===== src/rtl/wdt_pkg.sv =====
// Purpose: shared constants, types and helpers for the windowed watchdog
// Assumes: 8-bit register fields in the low byte of 32-bit bus words
// Notes: timeouts are counted in watchdog clock ticks, not system clocks
package wdt_pkg;

    // register byte addresses
    localparam logic [7:0] OFS_CTRL = 8'h00;
    localparam logic [7:0] OFS_STATUS = 8'h04;
    localparam logic [7:0] OFS_PROTECT = 8'h08;
    localparam logic [7:0] OFS_CLEAR = 8'h0C;

    // status fields
    localparam int STATUS_LOCK_BIT = 7;
    localparam int STATUS_SYNC_BIT = 0;

    localparam logic [7:0] CTRL_RESET = 8'h00;
    // unlock key; value is arbitrary
    localparam logic [7:0] PROTECT_KEY = 8'hD8;
    // protected write must follow the key within this many bus clocks
    localparam logic [2:0] PROT_WINDOW_CYC = 3'h4;
    // a clear is applied at the third tick after it is written
    localparam logic [1:0] CLR_SYNC_TICKS = 2'h2;

    // watchdog clock and shortest timeout
    localparam int TICK_HZ = 1000;
    localparam int OSC_HZ = 32768;
    localparam int BASE_TIMEOUT_MS = 8;
    localparam int CNT_W = 14;
    localparam logic [CNT_W-1:0] BASE_TICKS = CNT_W'(BASE_TIMEOUT_MS * TICK_HZ / 1000);
    localparam logic [3:0] CODE_MAX = 4'hB;

    localparam logic [1:0] RESP_OKAY = 2'h0;
    localparam logic [1:0] RESP_SLVERR = 2'h2;

    typedef struct packed {
        logic [3:0] window;
        logic [3:0] period;
    } ctrl_t;

    typedef enum logic [1:0] {ST_OFF, ST_NORMAL, ST_CLOSED, ST_OPEN} wd_state_t;

    // code 1 gives 8 ticks, each further code doubles; reserved codes act as the longest
    function automatic logic [CNT_W-1:0] ticks_for(input logic [3:0] code);
        logic [3:0] c;
        c = (code > CODE_MAX) ? CODE_MAX : code;
        if (c == 4'h0) begin
            return '0;
        end
        return CNT_W'(BASE_TICKS << (c - 4'h1));
    endfunction

endpackage


===== src/rtl/wdt_tick_sync.sv =====
// Purpose: bring the slow oscillator level into the bus clock as a tick pulse
// Assumes: oscillator level is far slower than aclk
// Notes: first flop feeds only the second flop
`timescale 1ns/10ps
`default_nettype none
module wdt_tick_sync (
    input wire logic aclk,
    input wire logic aresetn,
    input wire logic osc_level,
    output logic tick
);
    logic meta_r;
    logic sync_r;
    logic last_r;
    logic tick_nxt;

    always_comb begin
        tick_nxt = sync_r & ~last_r;
    end

    always_ff @(posedge aclk) begin
        if (!aresetn) begin
            // primed high: a level already high at release is no tick;
            // a rising edge inside reset is dropped instead
            meta_r <= 1'b1;
            sync_r <= 1'b1;
            last_r <= 1'b1;
            tick <= 1'b0;
        end else begin
            meta_r <= osc_level;
            sync_r <= meta_r;
            last_r <= sync_r;
            tick <= tick_nxt;
        end
    end
endmodule // wdt_tick_sync
`default_nettype wire


===== src/rtl/windowed_watchdog_timer.sv =====
// Purpose: windowed watchdog with protected, lockable settings on AXI4-Lite
// Assumes: osc_1khz is the 1 kHz watchdog counter clock as a level
// Notes: counting state lives in aclk, advanced by synchronised ticks
//
// How it works
// - unclaimed timeout raises system reset request
// - counter advances on slow oscillator ticks only
// - eleven timeouts, 8 ms to 8 s
// - window mode resets on early or late clear
// - clear instruction restarts the running timeout
// - normal or window mode from control register
// - keeps counting in active and sleep modes
// - counting independent of processor clock health; here the counter state is clocked by aclk, and oscillator ticks only pace it
// - closed period starts after first clear
// - control writes pass a synchroniser before use
// - settings change only after timed unlock
// - lock stops further setting changes
// - nonzero window code sets closed duration
// - nonzero period enables and sets timeout
// - lock sets only, clears in debug, fuse-set
// - clear syncs 2-3 ticks, extra clears ignored
//
// Decided for this implementation: register access over AXI4-Lite and the register offsets.
`timescale 1ns/10ps
`default_nettype none
module windowed_watchdog_timer
    import wdt_pkg::*;
#(
    parameter int ADDR_W = 8
) (
    input wire logic aclk,
    input wire logic aresetn,
    input wire logic [ADDR_W-1:0] awaddr,
    input wire logic awvalid,
    output logic awready,
    input wire logic [31:0] wdata,
    input wire logic [3:0] wstrb,
    input wire logic wvalid,
    output logic wready,
    output logic [1:0] bresp,
    output logic bvalid,
    input wire logic bready,
    input wire logic [ADDR_W-1:0] araddr,
    input wire logic arvalid,
    output logic arready,
    output logic [31:0] rdata,
    output logic [1:0] rresp,
    output logic rvalid,
    input wire logic rready,
    input wire logic osc_1khz,
    input wire logic debug_mode,
    input wire logic [7:0] fuse_ctrl,
    output logic sys_reset_req
);
    logic tick;
    logic aw_have_r, aw_have_nxt, w_have_r, w_have_nxt;
    logic [7:0] awaddr_r, awaddr_nxt, wbyte_r, wbyte_nxt;
    logic wstrb0_r, wstrb0_nxt;
    logic awready_nxt, wready_nxt, bvalid_nxt, arready_nxt, rvalid_nxt;
    logic [1:0] bresp_nxt, rresp_nxt;
    logic [31:0] rdata_nxt;
    ctrl_t ctrl_r, ctrl_nxt, act_r, act_nxt;
    logic lock_r, lock_nxt, cfg_pend_r, cfg_pend_nxt, boot_done_r, boot_done_nxt;
    logic [2:0] prot_cnt_r, prot_cnt_nxt;
    logic clr_pend_r, clr_pend_nxt;
    logic [1:0] clr_age_r, clr_age_nxt;
    wd_state_t state_r, state_nxt;
    logic [CNT_W-1:0] cnt_r, cnt_nxt, cnt_inc;
    logic rst_nxt;
    logic wr_fire, wr_ok, ctrl_wr, clr_write, clr_apply, fire;

    function automatic logic is_mapped(input logic [7:0] a);
        logic [7:0] w;
        w = {a[7:2], 2'h0};
        return (w == OFS_CTRL) || (w == OFS_STATUS) || (w == OFS_PROTECT) || (w == OFS_CLEAR);
    endfunction

    wdt_tick_sync u_tick (
        .aclk(aclk),
        .aresetn(aresetn),
        .osc_level(osc_1khz),
        .tick(tick)
    );

    always_comb begin
        // bus slave
        aw_have_nxt = aw_have_r | (awvalid & awready);
        awaddr_nxt = (awvalid & awready) ? 8'(awaddr) : awaddr_r;
        w_have_nxt = w_have_r | (wvalid & wready);
        wbyte_nxt = (wvalid & wready) ? wdata[7:0] : wbyte_r;
        wstrb0_nxt = (wvalid & wready) ? wstrb[0] : wstrb0_r;
        wr_fire = aw_have_r & w_have_r & ~bvalid;
        wr_ok = wr_fire & is_mapped(awaddr_r) & wstrb0_r;
        bvalid_nxt = bvalid & ~bready;
        bresp_nxt = bresp;
        if (wr_fire) begin
            aw_have_nxt = 1'b0;
            w_have_nxt = 1'b0;
            bvalid_nxt = 1'b1;
            bresp_nxt = is_mapped(awaddr_r) ? RESP_OKAY : RESP_SLVERR;
        end
        awready_nxt = ~aw_have_nxt & ~bvalid_nxt;
        wready_nxt = ~w_have_nxt & ~bvalid_nxt;
        rvalid_nxt = rvalid & ~rready;
        rdata_nxt = rdata;
        rresp_nxt = rresp;
        if (arvalid & arready) begin
            rvalid_nxt = 1'b1;
            rresp_nxt = is_mapped(8'(araddr)) ? RESP_OKAY : RESP_SLVERR;
            rdata_nxt = '0;
            if ({araddr[7:2], 2'h0} == OFS_CTRL) begin
                rdata_nxt[7:0] = ctrl_r;
            end else if ({araddr[7:2], 2'h0} == OFS_STATUS) begin
                rdata_nxt[STATUS_LOCK_BIT] = lock_r;
                rdata_nxt[STATUS_SYNC_BIT] = cfg_pend_r | clr_pend_r;
            end
        end
        arready_nxt = ~rvalid_nxt;

        // settings, protection and lock
        ctrl_nxt = ctrl_r;
        lock_nxt = lock_r;
        cfg_pend_nxt = cfg_pend_r;
        boot_done_nxt = 1'b1;
        prot_cnt_nxt = (prot_cnt_r != 3'h0) ? prot_cnt_r - 3'h1 : 3'h0;
        ctrl_wr = 1'b0;
        if (!boot_done_r) begin
            ctrl_nxt = ctrl_t'(fuse_ctrl);
            cfg_pend_nxt = 1'b1;
            lock_nxt = (fuse_ctrl[3:0] != 4'h0);
        end else if (wr_ok) begin
            if (awaddr_r[7:2] == OFS_PROTECT[7:2] && wbyte_r == PROTECT_KEY) begin
                prot_cnt_nxt = PROT_WINDOW_CYC;
            end else if (awaddr_r[7:2] == OFS_CTRL[7:2]) begin
                // refused while locked, unprotected, or still synchronising
                ctrl_wr = (prot_cnt_r != 3'h0) & ~lock_r & ~cfg_pend_r;
                if (ctrl_wr) begin
                    ctrl_nxt = ctrl_t'(wbyte_r);
                    cfg_pend_nxt = 1'b1;
                end
            end else if (awaddr_r[7:2] == OFS_STATUS[7:2] && prot_cnt_r != 3'h0) begin
                if (wbyte_r[STATUS_LOCK_BIT]) begin
                    lock_nxt = 1'b1;
                end else if (debug_mode) begin
                    lock_nxt = 1'b0;
                end
            end
        end

        // clear instruction synchronisation
        clr_write = wr_ok & (awaddr_r[7:2] == OFS_CLEAR[7:2]);
        clr_pend_nxt = clr_pend_r;
        clr_age_nxt = clr_age_r;
        clr_apply = clr_pend_r & tick & (clr_age_r == CLR_SYNC_TICKS);
        if (clr_pend_r & tick) begin
            clr_age_nxt = clr_age_r + 2'h1;
        end
        if (clr_apply) begin
            clr_pend_nxt = 1'b0;
        end
        // a clear during synchronisation is dropped
        if (clr_write & ~clr_pend_r & (state_r != ST_OFF)) begin
            clr_pend_nxt = 1'b1;
            clr_age_nxt = 2'h0;
        end

        // counter domain, advanced only by oscillator ticks; no sleep or
        // clock-fail input gates it
        act_nxt = act_r;
        state_nxt = state_r;
        cnt_nxt = cnt_r;
        cnt_inc = cnt_r + CNT_W'(1);
        fire = 1'b0;
        if (debug_mode) begin
            // halted core: counter held at zero, first closed period skipped
            cnt_nxt = '0;
            state_nxt = (act_r.period == 4'h0) ? ST_OFF : ST_NORMAL;
        end else if (tick & cfg_pend_r) begin
            act_nxt = ctrl_r;
            cfg_pend_nxt = ctrl_wr;
            cnt_nxt = '0;
            state_nxt = (ctrl_r.period == 4'h0) ? ST_OFF : ST_NORMAL;
        end else if (tick) begin
            case (state_r)
                ST_NORMAL: begin
                    if (clr_apply && act_r.window != 4'h0) begin
                        state_nxt = ST_CLOSED;
                        cnt_nxt = '0;
                    end else if (clr_apply) begin
                        cnt_nxt = '0;
                    end else if (cnt_inc >= ticks_for(act_r.period)) begin
                        fire = 1'b1;
                        cnt_nxt = '0;
                    end else begin
                        cnt_nxt = cnt_inc;
                    end
                end
                ST_CLOSED: begin
                    if (clr_apply) begin
                        fire = 1'b1;
                        state_nxt = ST_NORMAL;
                        cnt_nxt = '0;
                    end else if (cnt_inc >= ticks_for(act_r.window)) begin
                        state_nxt = ST_OPEN;
                        cnt_nxt = '0;
                    end else begin
                        cnt_nxt = cnt_inc;
                    end
                end
                ST_OPEN: begin
                    if (clr_apply) begin
                        state_nxt = ST_CLOSED;
                        cnt_nxt = '0;
                    end else if (cnt_inc >= ticks_for(act_r.period)) begin
                        fire = 1'b1;
                        state_nxt = ST_NORMAL;
                        cnt_nxt = '0;
                    end else begin
                        cnt_nxt = cnt_inc;
                    end
                end
                default: begin
                    cnt_nxt = '0;
                end
            endcase
        end
        // held until the next tick so the pulse spans a whole watchdog cycle
        rst_nxt = fire | (sys_reset_req & ~tick);
    end

    always_ff @(posedge aclk) begin
        if (!aresetn) begin
            aw_have_r <= 1'b0;
            w_have_r <= 1'b0;
            awaddr_r <= 8'h00;
            wbyte_r <= 8'h00;
            wstrb0_r <= 1'b0;
            awready <= 1'b0;
            wready <= 1'b0;
            bvalid <= 1'b0;
            bresp <= RESP_OKAY;
            arready <= 1'b0;
            rvalid <= 1'b0;
            rdata <= 32'h0000_0000;
            rresp <= RESP_OKAY;
            ctrl_r <= ctrl_t'(CTRL_RESET);
            act_r <= ctrl_t'(CTRL_RESET);
            lock_r <= 1'b0;
            cfg_pend_r <= 1'b0;
            boot_done_r <= 1'b0;
            prot_cnt_r <= 3'h0;
            clr_pend_r <= 1'b0;
            clr_age_r <= 2'h0;
            state_r <= ST_OFF;
            cnt_r <= '0;
            sys_reset_req <= 1'b0;
        end else begin
            aw_have_r <= aw_have_nxt;
            w_have_r <= w_have_nxt;
            awaddr_r <= awaddr_nxt;
            wbyte_r <= wbyte_nxt;
            wstrb0_r <= wstrb0_nxt;
            awready <= awready_nxt;
            wready <= wready_nxt;
            bvalid <= bvalid_nxt;
            bresp <= bresp_nxt;
            arready <= arready_nxt;
            rvalid <= rvalid_nxt;
            rdata <= rdata_nxt;
            rresp <= rresp_nxt;
            ctrl_r <= ctrl_nxt;
            act_r <= act_nxt;
            lock_r <= lock_nxt;
            cfg_pend_r <= cfg_pend_nxt;
            boot_done_r <= boot_done_nxt;
            prot_cnt_r <= prot_cnt_nxt;
            clr_pend_r <= clr_pend_nxt;
            clr_age_r <= clr_age_nxt;
            state_r <= state_nxt;
            cnt_r <= cnt_nxt;
            sys_reset_req <= rst_nxt;
        end
    end
endmodule // windowed_watchdog_timer
`default_nettype wire


===== config.mk =====
export PLATFORM = sky130hd
export DESIGN_NAME = windowed_watchdog_timer
export DESIGN_NICKNAME = d
export VERILOG_FILES = /design/src/rtl/wdt_pkg.sv /design/src/rtl/wdt_tick_sync.sv /design/src/rtl/windowed_watchdog_timer.sv
export SDC_FILE = /design/constraint.sdc
export NUM_CORES = 1
export LEC_CHECK = 0
export ABC_AREA = 1
export ABC_CLOCK_PERIOD_IN_PS = 5000
export BUFFER_PORTS_ARGS = -buffer_cell sky130_fd_sc_hd__buf_4
export CAP_MARGIN = 10
export CELL_PAD_IN_SITES_DETAIL_PLACEMENT = 1
export CELL_PAD_IN_SITES_GLOBAL_PLACEMENT = 1
export CORE_MARGIN = 3
export CORE_UTILIZATION = 40
export DETAILED_ROUTE_END_ITERATION = 8
export PLACE_DENSITY = 0.95
export SETUP_SLACK_MARGIN = 0.4
export SLEW_MARGIN = 25
export SYNTH_ARGS = -nofsm -noshare
export SYNTH_HDL_FRONTEND = slang
export SYNTH_SLANG_ARGS = --single-unit
export TNS_END_PERCENT = 1

===== constraint.sdc =====
create_clock -name aclk -period 5 [get_ports aclk]
set_input_delay 0 -clock aclk [delete_from_list [all_inputs] [get_ports aclk]]
set_output_delay 0 -clock aclk [all_outputs]
set_load 0.05 [all_outputs]

---- Word-level counts from Yosys, hierarchy flattened ----
Index checks and enable logic that the tools add are counted.
word-level totals
  flip-flop bits (word level) ............. 82
  input port bits ......................... 69
  output and inout bits ................... 42
  logic and storage cells ................. 240
operators by class
  add/subtract/negate cells ............... 5
  order comparisons ....................... 5
  equality and inequality tests ........... 21
  shift-type cells ........................ 2
  multiplexer cells ....................... 110
  bitwise logic cells ..................... 39
  reductions and logical operators ........ 28
operators by type and width
  kind                     count
  $mux W14                 28
  $mux W1                  57
  $ge A14 B14 Y1           3
  $pmux W14 S3             1
  $mux W8                  5
  $shl A4 B4 Y14 const A   2
  $eq A6 B2 Y1 const B     4
  $and A1 B1 Y1            21
  $mux W2                  10
  $logic_not A4 Y1         4
  $add A14 B1 Y14 const B  1
  $not A1 Y1               14
  $eq A6 B1 Y1 const B     2
  $logic_not A6 Y1         2
  $mux W3                  4
  $ne A5 B5 Y1 const B     2
  $reduce_and A5 Y1        2
  $eq A8 B8 Y1 const B     1
  $gt A4 B4 Y1 const B     2
  $mux W4                  2
  $ne A2 B1 Y1 const B     4
  $reduce_bool A4 Y1       2
  $sub A4 B1 Y4 const B    2
  $eq A2 B2 Y1 const B     3
  other kinds (19)         32

---- Longest topological paths before layout ----
Gate-level depths: netlist (run 1).
  depth in word-level cells ............... 26
  mapped depth ............................ 21
  gate-level depth less buffers ........... 21

---- Cells and area by module ----
A second synthesis (run 1) with hierarchy kept.
second synthesis, totals
  cell total of the unflattened synthesis .. 653
  area, all modules ....................... 4,468.0 sq um
modules (own cells, without submodules)
  module                   instances  cells each  area an instance (sq um)  sequential area each (sq um)
  windowed_watchdog_timer  1          642         4,356.7                   1,481.4
  wdt_tick_sync            1          11          111.4                     80.1

---- Least setup slack after synthesis (run 1) ----
OpenSTA, ideal clock, no wires.
  kind .................................... register to register
  start point ............................. reg cnt_r[0]
  end point ............................... reg cnt_r[0]
  setup time .............................. 117 ps
  data arrival time ....................... 2,407 ps
  data required time ...................... 4,883 ps
  path slack .............................. 2,476 ps
  cell stages (with the launch flop) ...... 21
  path buffers ............................ 1
  clock period less this slack ............ 2,524 ps
  cell sequence ........................... dfxtp_1 ha_1 nand2_1 nor2_2 nand4_1 nor2_2 nand2_1 xor2_1 inv_1 ha_1 nand2_1 nor2_1 nand2_1 nor2_1 nor2_1 nand2_1 o21ai_1 and2_4 buf_12 nor2_1 nor2_1
between the ends
  cells in the longest elaborated chain, start to end .. 6
  elaborated cells between the ends (all ways) .. 12
  classes of those cells .................. add/sub (1); order compare (3); mux (8)
RTL lines
  what                    line                            RTL
  from (decl)             windowed_watchdog_timer.sv:68   logic [CNT_W-1:0] cnt_r, cnt_nxt, cnt_inc;
  from (signal assigned)  windowed_watchdog_timer.sv:280  cnt_r <= cnt_nxt;
  $add A14 B1 Y14 *       windowed_watchdog_timer.sv:172  cnt_inc = cnt_r + CNT_W'(1);
  $ge A14 B14 Y1          windowed_watchdog_timer.sv:191  end else if (cnt_inc >= ticks_for(act_r.period)) begin
  $mux W14                windowed_watchdog_timer.sv:191
  $mux W14                windowed_watchdog_timer.sv:189  end else if (clr_apply) begin
  $mux W14                windowed_watchdog_timer.sv:186  if (clr_apply && act_r.window != 4'h0) begin
  $pmux W14 S3 *          windowed_watchdog_timer.sv:184  case (state_r)
Every way passes the cells marked *; elsewhere a longest branch is shown, timed or not.
A chain may end at the register's enable or synchronous reset.

---- Final worst setup path (run 1) ----
  start point ............................. reg cnt_r[0]
  end point ............................... reg cnt_r[4]
The elaborated chain is that of the path after synthesis.

==> impl_metrics.py, run 1 <==
metrics = {
    "run_status": {
        "outcome": "finished clean",
    },
    "detailed_routing": {
        "ant_nets": 0,
        "viasPerCell": 5.23,
        "first_pass_iters": 4,
        "route.detailed.drc": 0,
        "drt_iter0_markers": 192,
        "drt_wl_total_um": 14400,
        "num_vias": 4387,
        "wl_per_cell_um": 17.2,
    },
    "worst_setup_path": {
        "max_stage_delay_ps": 410,
        "reg2reg_to": "cnt_r[4]$_SDFFE_PP0P_",
        "reg2reg_depth": 19,
        "r2r-start": "cnt_r[0]$_SDFFE_PP0P_",
        "startpoint_type": "flop",
        "cp_cell_sequence": "ha_1 -> nand2_1 -> nor2_2 -> nand4_1 -> nor2_2 -> nand2_1 -> xor2_1 -> inv_1 -> ha_1 -> nand2_1 -> inv_1 -> nand2_1 -> inv_1 -> nand2_1 -> nand3_1 -> o21ai_1 -> and2_4 -> nand2_1 -> a21oi_1",
        "end_kind": "flop",
        "critPathSlowestCell": "dfxtp_1",
        "crit_type": "reg2reg",
        "crit_required_ps": 5270,
        "cp.buffers_inverters": 3,
        "arrival_ps": 3320,
        "rrSetupSlack_ps": 1960,
        "cp_max_fo": 14,
        "path_delay_family": "simple AND/OR/NAND/NOR gates",
        "path_common_cell": "nand2_1",
    },
    "final_layout": {
        "utilization_pct": 50.1,
        "antenna_cells": 0,
        "n_fill_cell": 1344,
        "nets": 793,
        "final_cells": 839,
        "area_growth_pct": 20.5,
        "drive_gt1_share_pct": 14.4,
    },
    "sta": {
        "drv_slew": 0,
        "postLayoutSetupSlackWorst_ps": 1960,
        "fmaxAchievable_mhz": 328,
        "finalCritPeriodShare_pct": 60.9,
        "setup_viol": 0,
        "hold_viol": 0,
        "setup_tns_ps": 0,
        "period_minus_slack_ps": 3040,
        "rsz0062_at_grt": "false",
        "slew_headroom_pct": 59.5,
        "skew_ps": 14.7,
        "whs_ps": 37.2,
        "tightest_slew_ps": 607,
    },
    "worst_hold_path": {
        "holdCritStartpoint": "fuse_ctrl[2]",
        "holdPathEnd": "ctrl_r[2]$_SDFFE_PN0P_",
        "whs_path_depth": 5,
        "min_path_type": "in2reg",
    },
    "clock_tree": {
        "hold_buffers": 29,
        "clock_latency_ps": 360,
        "numClockSinks": 78,
        "numCtsBuffers": 9,
        "clkTransAtPathRegs_ps": 90,
        "cts-root-buf": "clkbuf_8",
        "clockBufferDepth": 2,
        "h-tree-depth": 3,
        "ctsResizeCount": 0,
        "cts_tree": "yes",
        "postCtsSetupBuffers": 0,
    },
    "floorplan": {
        "die_x_um": 110,
        "core_area_um2": 10500,
        "ios": 111,
        "die_area_um2": 12200,
        "start_util_pct": 41.5,
        "rows": 37,
        "die_h_um": 110,
    },
    "global_routing": {
        "met1_usage_pct": 25.3,
        "antenna_found_initial": 0,
        "met3_usage_pct": 4.60,
        "grt_pass1_vias": 4727,
        "grt_max_degree": 49,
        "grt_busiest_layer": "met2",
        "grt_pass1_wl_um": 23200,
        "gr-usage-all-layers_pct": 24.9,
        "grt_remaining_overflow": 0,
        "grt_util_met2_pct": 47.6,
    },
    "synth": {
        "ys.warnings.count": 0,
        "yosysTopAreaCellShare_pct": 35.9,
        "synth-main-ff-cell": "dfxtp_1",
        "synthTopCellsByArea": "dfxtp_1 (36%), nand2_1 (11%), ha_1 (7.5%), nor2_1 (7.3%), inv_1 (6.0%)",
        "synth.distinct_cells": 42,
        "avgSynthCellArea_um2": 7.03,
        "async_reset_ff_share_pct": 0,
        "syn_area_um2": 4350,
        "syn_inst": 618,
        "yosys.area.top_type": "dfxtp_1",
        "seq_area_frac_synth_pct": 35.9,
        "synth-seq-cells": 78,
        "synth-edff-count": 0,
    },
    "power_and_ir_drop": {
        "powerDensity_nw_per_um2": 266,
        "vdd_ir_drop_max_mv": 0.263,
        "leakage_nw": 2.43,
    },
    "job": {
        "max-cap-violations": 0,
    },
    "place": {
        "routabilityCongestion": 0.855,
        "dp.cells": 794,
        "io_buffers": 53,
        "dp_hpwl_um": 9190,
        "dpl_worst_slack_ps": 1990,
    },
}
-- worst register-to-register path: cells and delay by family, from the launching register on --
kind,cells,cell delay [ps]
AO/OA/AOI/OAI,2,280
XOR/XNOR,1,140
adder cells (fa/ha/maj),2,490
buffers and inverters,3,210
flip-flops,1,410
AND/OR/NAND/NOR,11,1420
-- synthesized netlist by cell type, types with 2 or more instances --
cell	n
inv_1	69
clkinv_1	4
xor2_1	9
ha_1	26
nor3_1	9
inv_2	2
nand4_1	8
o21ai_0	48
o211ai_1	3
a21oi_2	9
nand3_1	15
a21oi_1	46
a31oi_1	2
nor2_1	85
or2_2	4
buf_4	26
nor2_2	4
nand2_2	9
mux2i_1	3
dfxtp_1	78
nand3_2	2
clkbuf_1	9
o21ai_1	3
nand2_1	127
-- state kept, by name (all words and copies together), names as in the netlist, 2 cells and up --
register,cells
cnt_r,14
wbyte_r,8
clr_age_r,2
ctrl_r,8
rdata,8
state_r,2
prot_cnt_r,3
awaddr_r,6
act_r,8
-- routing by layer --
| layer | vias up | share of wire [%] |
|---|---|---|
| li1 | 2103 | - |
| met1 | 2111 | 38 |
| met4 | 0 | 4.3 |
| met3 | 48 | 3.2 |
| met2 | 125 | 55 |
| met5 | - | 0 |
-- worst max-delay path by stage --
stage / startpoint / end / cells after the start
finish: cnt_r[0]$_SDFFE_PP0P_ / cnt_r[4]$_SDFFE_PP0P_ / 19
global route: cnt_r[0]$_SDFFE_PP0P_ / cnt_r[1]$_SDFFE_PP0P_ / 19
CTS: cnt_r[0]$_SDFFE_PP0P_ / cnt_r[4]$_SDFFE_PP0P_ / 19
detailed placement: cnt_r[0]$_SDFFE_PP0P_ / cnt_r[4]$_SDFFE_PP0P_ / 19
global placement: cnt_r[0]$_SDFFE_PP0P_ / cnt_r[4]$_SDFFE_PP0P_ / 18
floorplan: cnt_r[0]$_SDFFE_PP0P_ / cnt_r[0]$_SDFFE_PP0P_ / 20
-- metrics by stage --
| stage | cell area (um2) | power [mW] |
|---|---|---|
| 3_3_place_gp | 4750 | 0.868 |
| 4_1_cts | 5240 | 1.38 |
| 6_report | 5240 | 1.39 |
| 5_1_grt | 5240 | 1.44 |
| 2_1_floorplan | 4440 | 0.831 |
| 3_5_place_dp | 4750 | 0.876 |
-- final cells by class --
type,count,area [um2],area share [%]
inverters,75,282,5.37
multi-input cells,452,2340,44.7
clock buffers,11,141,2.70
flip-flops and latches,78,1560,29.8
clock inverters,5,56.3,1.07
repair buffers,82,688,13.1
well taps,136,170,3.25
-- cells in the final DEF (no fill, tap or decap), drive strengths merged, types with 2 or more instances in the layout --
master / synthesis / layout
a21oi: 55 / 55
nand4: 8 / 8
dlygate4sd3: 0 / 29
nand2: 137 / 137
clkinv: 4 / 6
a31oi: 2 / 2
ha: 26 / 26
inv: 71 / 72
o21ai: 51 / 51
nor2: 89 / 89
dfxtp: 78 / 78
conb: 1 / 26
clkbuf: 9 / 11
xor2: 9 / 9
o211ai: 3 / 3
mux2i: 3 / 3
or2: 4 / 4
nand3: 17 / 17
buf: 29 / 53
nor3: 10 / 10
-- kinds of logic (layout without fill, tap and decap cells) --
logic type | after synthesis | in the layout | synth area share [%]
buffers and inverters | 113 | 173 | 12.4
AOI/OAI and AO/OA | 119 | 119 | 15.3
adders and majority gates | 26 | 26 | 7.48
DFF | 78 | 78 | 35.9
other | 1 | 26 | 0.0863
and+or+nand+nor | 268 | 268 | 26.1
xor gates and xnor gates | 10 | 10 | 2.02
muxes | 3 | 3 | 0.691
-- power breakdown --
| part | leakage (nW) | switching [mW] | internal, mW | total (mW) |
|---|---|---|---|---|
| clock network | 0.0997 | 0.252 | 0.245 | 0.496 |
| logic | 1.69 | 0.152 | 0.0698 | 0.222 |
| registers | 0.637 | 0.0256 | 0.648 | 0.674 |
No activity file was read; power rests on OpenSTA's default activity.
==> inputs of run 2 (changes only) <==
--- a/config.mk
+++ b/config.mk
@@ -5,16 +5,16 @@
 export SDC_FILE = /design/constraint.sdc
 export NUM_CORES = 1
 export LEC_CHECK = 0
-export ABC_AREA = 1
-export ABC_CLOCK_PERIOD_IN_PS = 5000
+export ABC_AREA = 0
+export ABC_CLOCK_PERIOD_IN_PS = 3200
 export BUFFER_PORTS_ARGS = -buffer_cell sky130_fd_sc_hd__buf_4
 export CAP_MARGIN = 10
 export CELL_PAD_IN_SITES_DETAIL_PLACEMENT = 1
 export CELL_PAD_IN_SITES_GLOBAL_PLACEMENT = 1
 export CORE_MARGIN = 3
-export CORE_UTILIZATION = 40
+export CORE_UTILIZATION = 39
 export DETAILED_ROUTE_END_ITERATION = 8
-export PLACE_DENSITY = 0.95
+export PLACE_DENSITY = 0.93
 export SETUP_SLACK_MARGIN = 0.4
 export SLEW_MARGIN = 25
 export SYNTH_ARGS = -nofsm -noshare
==> constraint.sdc (replaced) <==
create_clock -name aclk -period 3.2 [get_ports aclk]
set_input_delay 0 -clock aclk [delete_from_list [all_inputs] [get_ports aclk]]
set_output_delay 0 -clock aclk [all_outputs]
set_load 0.05 [all_outputs]
==> run 2 against run 1 <==
Compared with the run above:
- power up 50%
- fmax up 3.6%
- critical path depth decreased by 7
- largest power group unchanged
- non-clock buffer count rose by 25
- largest cell class unchanged
- clock power grew 59%
- die area shrank 1.7%
- clock skew grew 4.0 ps
- combinational power grew 21%
- wire length up 4.5%
- area after synthesis decreased by 4.2%
- hold slack worse by 30 ps
- synthesized cell count is 20% lower
==> impl_metrics.py, run 2 <==
metrics = {
    "final_layout": {
        "antenna_cells": 0,
        "n_fill_cell": 1205,
        "layout_commonest_cell": "nand2_1",
        "nets": 692,
        "largest-register": "cnt_r",
        "final_cell_mix": "nand2_1 (87), buf_4 (73), dfxtp_1 (65)",
        "largest_register_ffs": 14,
        "multi_input_area_um2": 2660,
        "area_growth_pct": 32.9,
        "regArea_um2": 1600,
        "drive_gt1_share_pct": 24.4,
    },
    "sta": {
        "postLayoutSetupSlackWorst_ps": 261,
        "skew_ps": 18.7,
        "drv_slew": 0,
        "tightest_slew_ps": 777,
        "hold_viol": 0,
        "whs_ps": 7.07,
        "period_minus_slack_ps": 2940,
        "rsz0062_at_grt": "true",
        "slew_headroom_pct": 48.0,
        "setup_tns_ps": 0,
        "finalCritPeriodShare_pct": 91.8,
        "fmaxAchievable_mhz": 340,
        "setup_viol": 0,
    },
    "synth": {
        "yosysTopAreaCellShare_pct": 37.5,
        "syn_area_um2": 4160,
        "yosys.area.top_type": "dfxtp_1",
        "synthTopCellsByArea": "dfxtp_1 (38%), nand2_1 (8.1%), ha_1 (7.8%), a21oi_1 (5.9%), buf_4 (4.7%)",
        "ys.warnings.count": 0,
        "avgSynthCellArea_um2": 8.39,
        "syn_inst": 496,
        "synth.most_common_cell": "nand2_1",
        "synthTopCellsByCount": "nand2_1 (90), dfxtp_1 (78), a21oi_1 (49), nor2_1 (37)",
        "synth-seq-cells": 78,
        "async_reset_ff_share_pct": 0,
        "synth.distinct_cells": 62,
        "seq_area_frac_synth_pct": 37.5,
        "synth-edff-count": 0,
        "synth-main-ff-cell": "dfxtp_1",
    },
    "worst_setup_path": {
        "rrSetupSlack_ps": 260,
        "path_common_cell": "buf_4",
        "cp_cell_sequence": "nand4_4 -> nor3_4 -> and4_4 -> xor2_4 -> buf_4 -> ha_4 -> o21ai_0 -> o21ai_1 -> a211oi_2 -> buf_4 -> or2_4 -> a32o_1",
        "crit_type": "reg2reg",
        "startpoint_type": "flop",
        "crit_required_ps": 3450,
        "critPathSlowestCell": "dfxtp_4",
        "arrival_ps": 3190,
        "end_kind": "flop",
        "max_stage_delay_ps": 390,
        "cp_max_fo": 8,
    },
    "clock_tree": {
        "cts_tree": "yes",
        "clock_latency_ps": 370,
        "numCtsBuffers": 9,
        "numClockSinks": 78,
        "clockBufferDepth": 2,
        "clkTransAtPathRegs_ps": 100,
        "cts-root-buf": "clkbuf_8",
        "h-tree-depth": 3,
    },
    "detailed_routing": {
        "route.detailed.drc": 0,
        "viasPerCell": 5.59,
        "num_vias": 4126,
        "wl_per_cell_um": 20.4,
        "drt_iter0_markers": 239,
        "ant_nets": 0,
        "drt_wl_total_um": 15100,
        "first_pass_iters": 4,
    },
    "global_routing": {
        "grt_remaining_overflow": 0,
        "grt_pass1_wl_um": 23000,
        "grt_max_degree": 38,
        "antenna_found_initial": 0,
        "grt_pass1_vias": 4420,
        "gr-usage-all-layers_pct": 25.1,
    },
    "worst_hold_path": {
        "min_path_type": "in2reg",
    },
    "floorplan": {
        "rows": 37,
        "start_util_pct": 40.1,
        "die_x_um": 109,
        "die_area_um2": 11900,
        "core_area_um2": 10400,
        "die_h_um": 109,
        "ios": 111,
    },
    "place": {
        "routabilityCongestion": 0.826,
        "dpl_worst_slack_ps": -4.03,
        "io_buffers": 53,
        "dp_hpwl_um": 8910,
    },
    "power_and_ir_drop": {
        "vdd_ir_drop_max_mv": 0.231,
        "powerDensity_nw_per_um2": 378,
        "leakage_nw": 2.19,
        "total_power_mw": 2.09,
    },
    "job": {
        "max-cap-violations": 0,
    },
    "run_status": {
        "outcome": "finished clean",
    },
}
## run 2: worst paths after layout
kind | from | to | cells after the start
max | cnt_r[5]$_SDFFE_PP0P_ | cnt_r[12]$_SDFFE_PP0P_ | 12
min | araddr[6] | rresp[1]$_SDFFE_PN0P_ | 5
max reg2reg | cnt_r[5]$_SDFFE_PP0P_ | cnt_r[12]$_SDFFE_PP0P_ | 12
min reg2reg | u_tick.last_r$_SDFF_PN1_ | u_tick.tick$_SDFF_PN0_ | 1
## run 2: logic make-up (layout without fill, tap and decap cells)
logic type / count (synthesis) / count (layout) / synth area share (%)
and+or+nand+nor: 205 / 205 / 24.3
AOI/OAI and AO/OA: 115 / 115 / 18.2
DFF: 78 / 78 / 37.5
buffers and inverters: 48 / 129 / 6.94
adders and majority gates: 26 / 26 / 7.81
xor gates and xnor gates: 13 / 13 / 2.74
muxes: 10 / 10 / 2.40
other: 1 / 26 / 0.0901
## run 2: routing by layer
layer,wire length (um),vias to the layer above,share of wire (%),GRT usage (%)
met2,8410,133,56,48.5
met5,0,-,0,0
met3,611,43,4.1,5.17
li1,-,1905,-,-
met1,5550,2045,37,26.3
met4,514,0,3.4,9.80
## run 2: cell type report
class,count,share of cell area [%]
flip-flops and latches,78,28.8
well taps,136,3.08
repair buffers,107,16.1
clock inverters,6,1.29
clock buffers,10,2.31
inverters,6,0.407
multi-input cells,395,48.0
## run 2: through the flow
step | util, % | cell area, um2 | cells
after global routing | 53.3 | 5530 | 738
final | 53.3 | 5530 | 738
after detailed placement | 44.5 | 4620 | 676
after CTS | 51.8 | 5380 | 733
after global placement | 44.5 | 4620 | 676
after floorplan | - | 4260 | 521
## run 2: critical path, delay by kind of cell (launching register included)
kind / cells / cell delay, ps
AND/OR/NAND/NOR: 4 / 1000
buffers and inverters: 2 / 360
XOR/XNOR: 1 / 240
adder cells (fa/ha/maj): 1 / 150
flip-flops: 1 / 390
AO/OA/AOI/OAI: 4 / 680
## run 2: timing repair
item                       CTS  global route
pin swaps                   18            23
buffers inserted             7             5
setup endpoints to repair   17            17
hold endpoints to repair    30             0
hold buffers                34             0
gates resized for setup     40            20
## run 2: power by group
part           switching [mW]  leakage, nW  internal, mW  total, mW
logic                   0.178         1.45        0.0911      0.269
registers              0.0361        0.644         0.993       1.03
clock network           0.423       0.0984         0.368      0.791
total                   0.637         2.19          1.45       2.09
==> inputs of run 3 (changes only) <==
--- a/config.mk
+++ b/config.mk
@@ -11,10 +11,9 @@
 export CAP_MARGIN = 10
 export CELL_PAD_IN_SITES_DETAIL_PLACEMENT = 1
 export CELL_PAD_IN_SITES_GLOBAL_PLACEMENT = 1
-export CORE_MARGIN = 3
 export CORE_UTILIZATION = 39
 export DETAILED_ROUTE_END_ITERATION = 8
-export PLACE_DENSITY = 0.93
+export PLACE_DENSITY = 0.9
 export SETUP_SLACK_MARGIN = 0.4
 export SLEW_MARGIN = 25
 export SYNTH_ARGS = -nofsm -noshare
==> run 3 against run 2 <==
Compared with the run above:
- clock-buffer cell count unchanged
- via count decreased by 0.29%
- global-route usage increased by 0.31 points
- non-clock buffer count increased by 11
- largest cell class unchanged
==> impl_metrics.py, run 3 (synthesized netlist as in run 2, its figures left out) <==
metrics = {
    "worst_hold_path": {
        "min_path_type": "in2reg",
    },
    "final_layout": {
        "antenna_cells": 0,
        "nets": 703,
        "largest_register_ffs": 14,
        "layout_commonest_cell": "nand2_1",
        "drive_gt1_share_pct": 25.4,
        "n_fill_cell": 1187,
        "largest-register": "cnt_r",
        "area_growth_pct": 35.4,
        "final_cell_mix": "nand2_1 (88), buf_4 (84), dfxtp_1 (66)",
    },
    "power_and_ir_drop": {
        "vdd_ir_drop_max_mv": 0.213,
        "leakage_nw": 2.27,
        "p_sw_mw": 0.605,
        "pwr-share-clk_pct": 37.8,
        "p_seq_share_pct": 49.4,
        "p_int_mw": 1.47,
        "combPwrFrac_pct": 12.8,
        "powerDensity_nw_per_um2": 368,
        "switching_share_pct": 29.2,
    },
    "global_routing": {
        "antenna_found_initial": 0,
        "grt_remaining_overflow": 0,
        "grt_pass1_wl_um": 22200,
        "gr-usage-all-layers_pct": 25.4,
        "grt_pass1_vias": 4568,
        "grt_max_degree": 38,
    },
    "detailed_routing": {
        "drt_wl_total_um": 14700,
        "drt_iter0_markers": 258,
        "first_pass_iters": 5,
        "num_vias": 4114,
        "route.detailed.drc": 0,
        "wl_per_cell_um": 19.6,
        "ant_nets": 0,
        "viasPerCell": 5.49,
    },
    "sta": {
        "period_minus_slack_ps": 3010,
        "skew_ps": 10.8,
        "rsz0062_at_grt": "true",
        "drv_slew": 0,
        "whs_ps": 35.0,
        "finalCritPeriodShare_pct": 93.9,
        "postLayoutSetupSlackWorst_ps": 194,
        "fmaxAchievable_mhz": 333,
        "slew_headroom_pct": 44.9,
        "hold_viol": 0,
        "setup_tns_ps": 0,
        "setup_viol": 0,
        "tightest_slew_ps": 823,
    },
    "clock_tree": {
        "clkTransAtPathRegs_ps": 90,
        "cts_tree": "yes",
        "cts-root-buf": "clkbuf_8",
        "clock_latency_ps": 360,
        "numCtsBuffers": 9,
        "clockBufferDepth": 2,
        "numClockSinks": 78,
        "h-tree-depth": 3,
    },
    "floorplan": {
        "die_h_um": 105,
        "die_area_um2": 11100,
        "ios": 111,
        "start_util_pct": 40.3,
        "die_x_um": 105,
        "rows": 37,
        "core_area_um2": 10300,
    },
    "worst_setup_path": {
        "cp_max_fo": 4,
        "rrSetupSlack_ps": 190,
        "arrival_ps": 3280,
        "startpoint_type": "flop",
        "end_kind": "flop",
        "crit_required_ps": 3470,
        "crit_type": "reg2reg",
    },
    "place": {
        "dpl_worst_slack_ps": -46.6,
        "routabilityCongestion": 0.830,
        "io_buffers": 53,
        "dp_hpwl_um": 8620,
    },
    "run_status": {
        "outcome": "finished clean",
    },
    "job": {
        "max-cap-violations": 0,
    },
}
## run 3: worst paths after layout
check / start / to / cells past startpoint
worst max-delay path: cnt_r[3]$_SDFFE_PP0P_ / cnt_r[3]$_SDFFE_PP0P_ / 12
worst min-delay path: debug_mode / act_r[2]$_SDFFE_PN0P_ / 4
worst max register to register: cnt_r[3]$_SDFFE_PP0P_ / cnt_r[3]$_SDFFE_PP0P_ / 12
worst min register to register: u_tick.last_r$_SDFF_PN1_ / u_tick.tick$_SDFF_PN0_ / 1
## run 3: area by class of cell
class	instances	area (um2)	share of cell area [%]
clock buffers	10	138	2.44
clock inverters	6	68.8	1.22
inverters	6	22.5	0.400
multi-input cells	395	2670	47.3
flip-flops and latches	78	1600	28.4
well taps	136	170	3.02
repair buffers	118	971	17.2
## run 3: per-layer routing
layer | vias to the layer above | global-route usage (%) | share of wire [%]
met1 | 2033 | 25.1 | 37
met4 | 0 | 10.8 | 3.8
met2 | 107 | 50.6 | 56
met3 | 45 | 5.01 | 2.7
met5 | - | 0 | 0
li1 | 1929 | - | -
## run 3: per-stage QoR
| stage | area [um2] | power, mW | cells | util [%] |
|---|---|---|---|---|
| after floorplan | 4260 | 1.22 | 521 | - |
| after global placement | 4660 | 1.26 | 681 | 45.1 |
| after detailed placement | 4660 | 1.27 | 681 | 45.1 |
| after CTS | 5450 | 2.06 | 741 | 52.8 |
| after global routing | 5640 | 2.13 | 749 | 54.6 |
| final | 5640 | 2.07 | 749 | 54.6 |
## run 3: what timing repair did
action                     4_1_cts  5_1_grt
gates resized for setup         39       25
hold buffers                    34        0
pin swaps                       24       13
buffers inserted                10        8
hold endpoints to repair        29        0
setup endpoints to repair       17       17
## run 3: critical path, cell delays in order, from the launching register on
cell and delay [ps]:
dfxtp_2 370, nand4_4 170, nor3_4 230, nand3_2 140, xnor2_2 270, ha_1 310
buf_4 170, a211oi_4 250, nor2_2 100, a2111oi_4 370, buf_4 190, o21ai_1 100
o211ai_1 230
## run 3: power by group through the flow
stage	logic (mW)	registers, mW	clock network, mW
6_report	0.265	1.02	0.785
2_1_floorplan	0.164	1.06	0
5_1_grt	0.280	1.03	0.828
4_1_cts	0.253	1.03	0.781
3_5_place_dp	0.219	1.05	0
3_3_place_gp	0.211	1.05	0
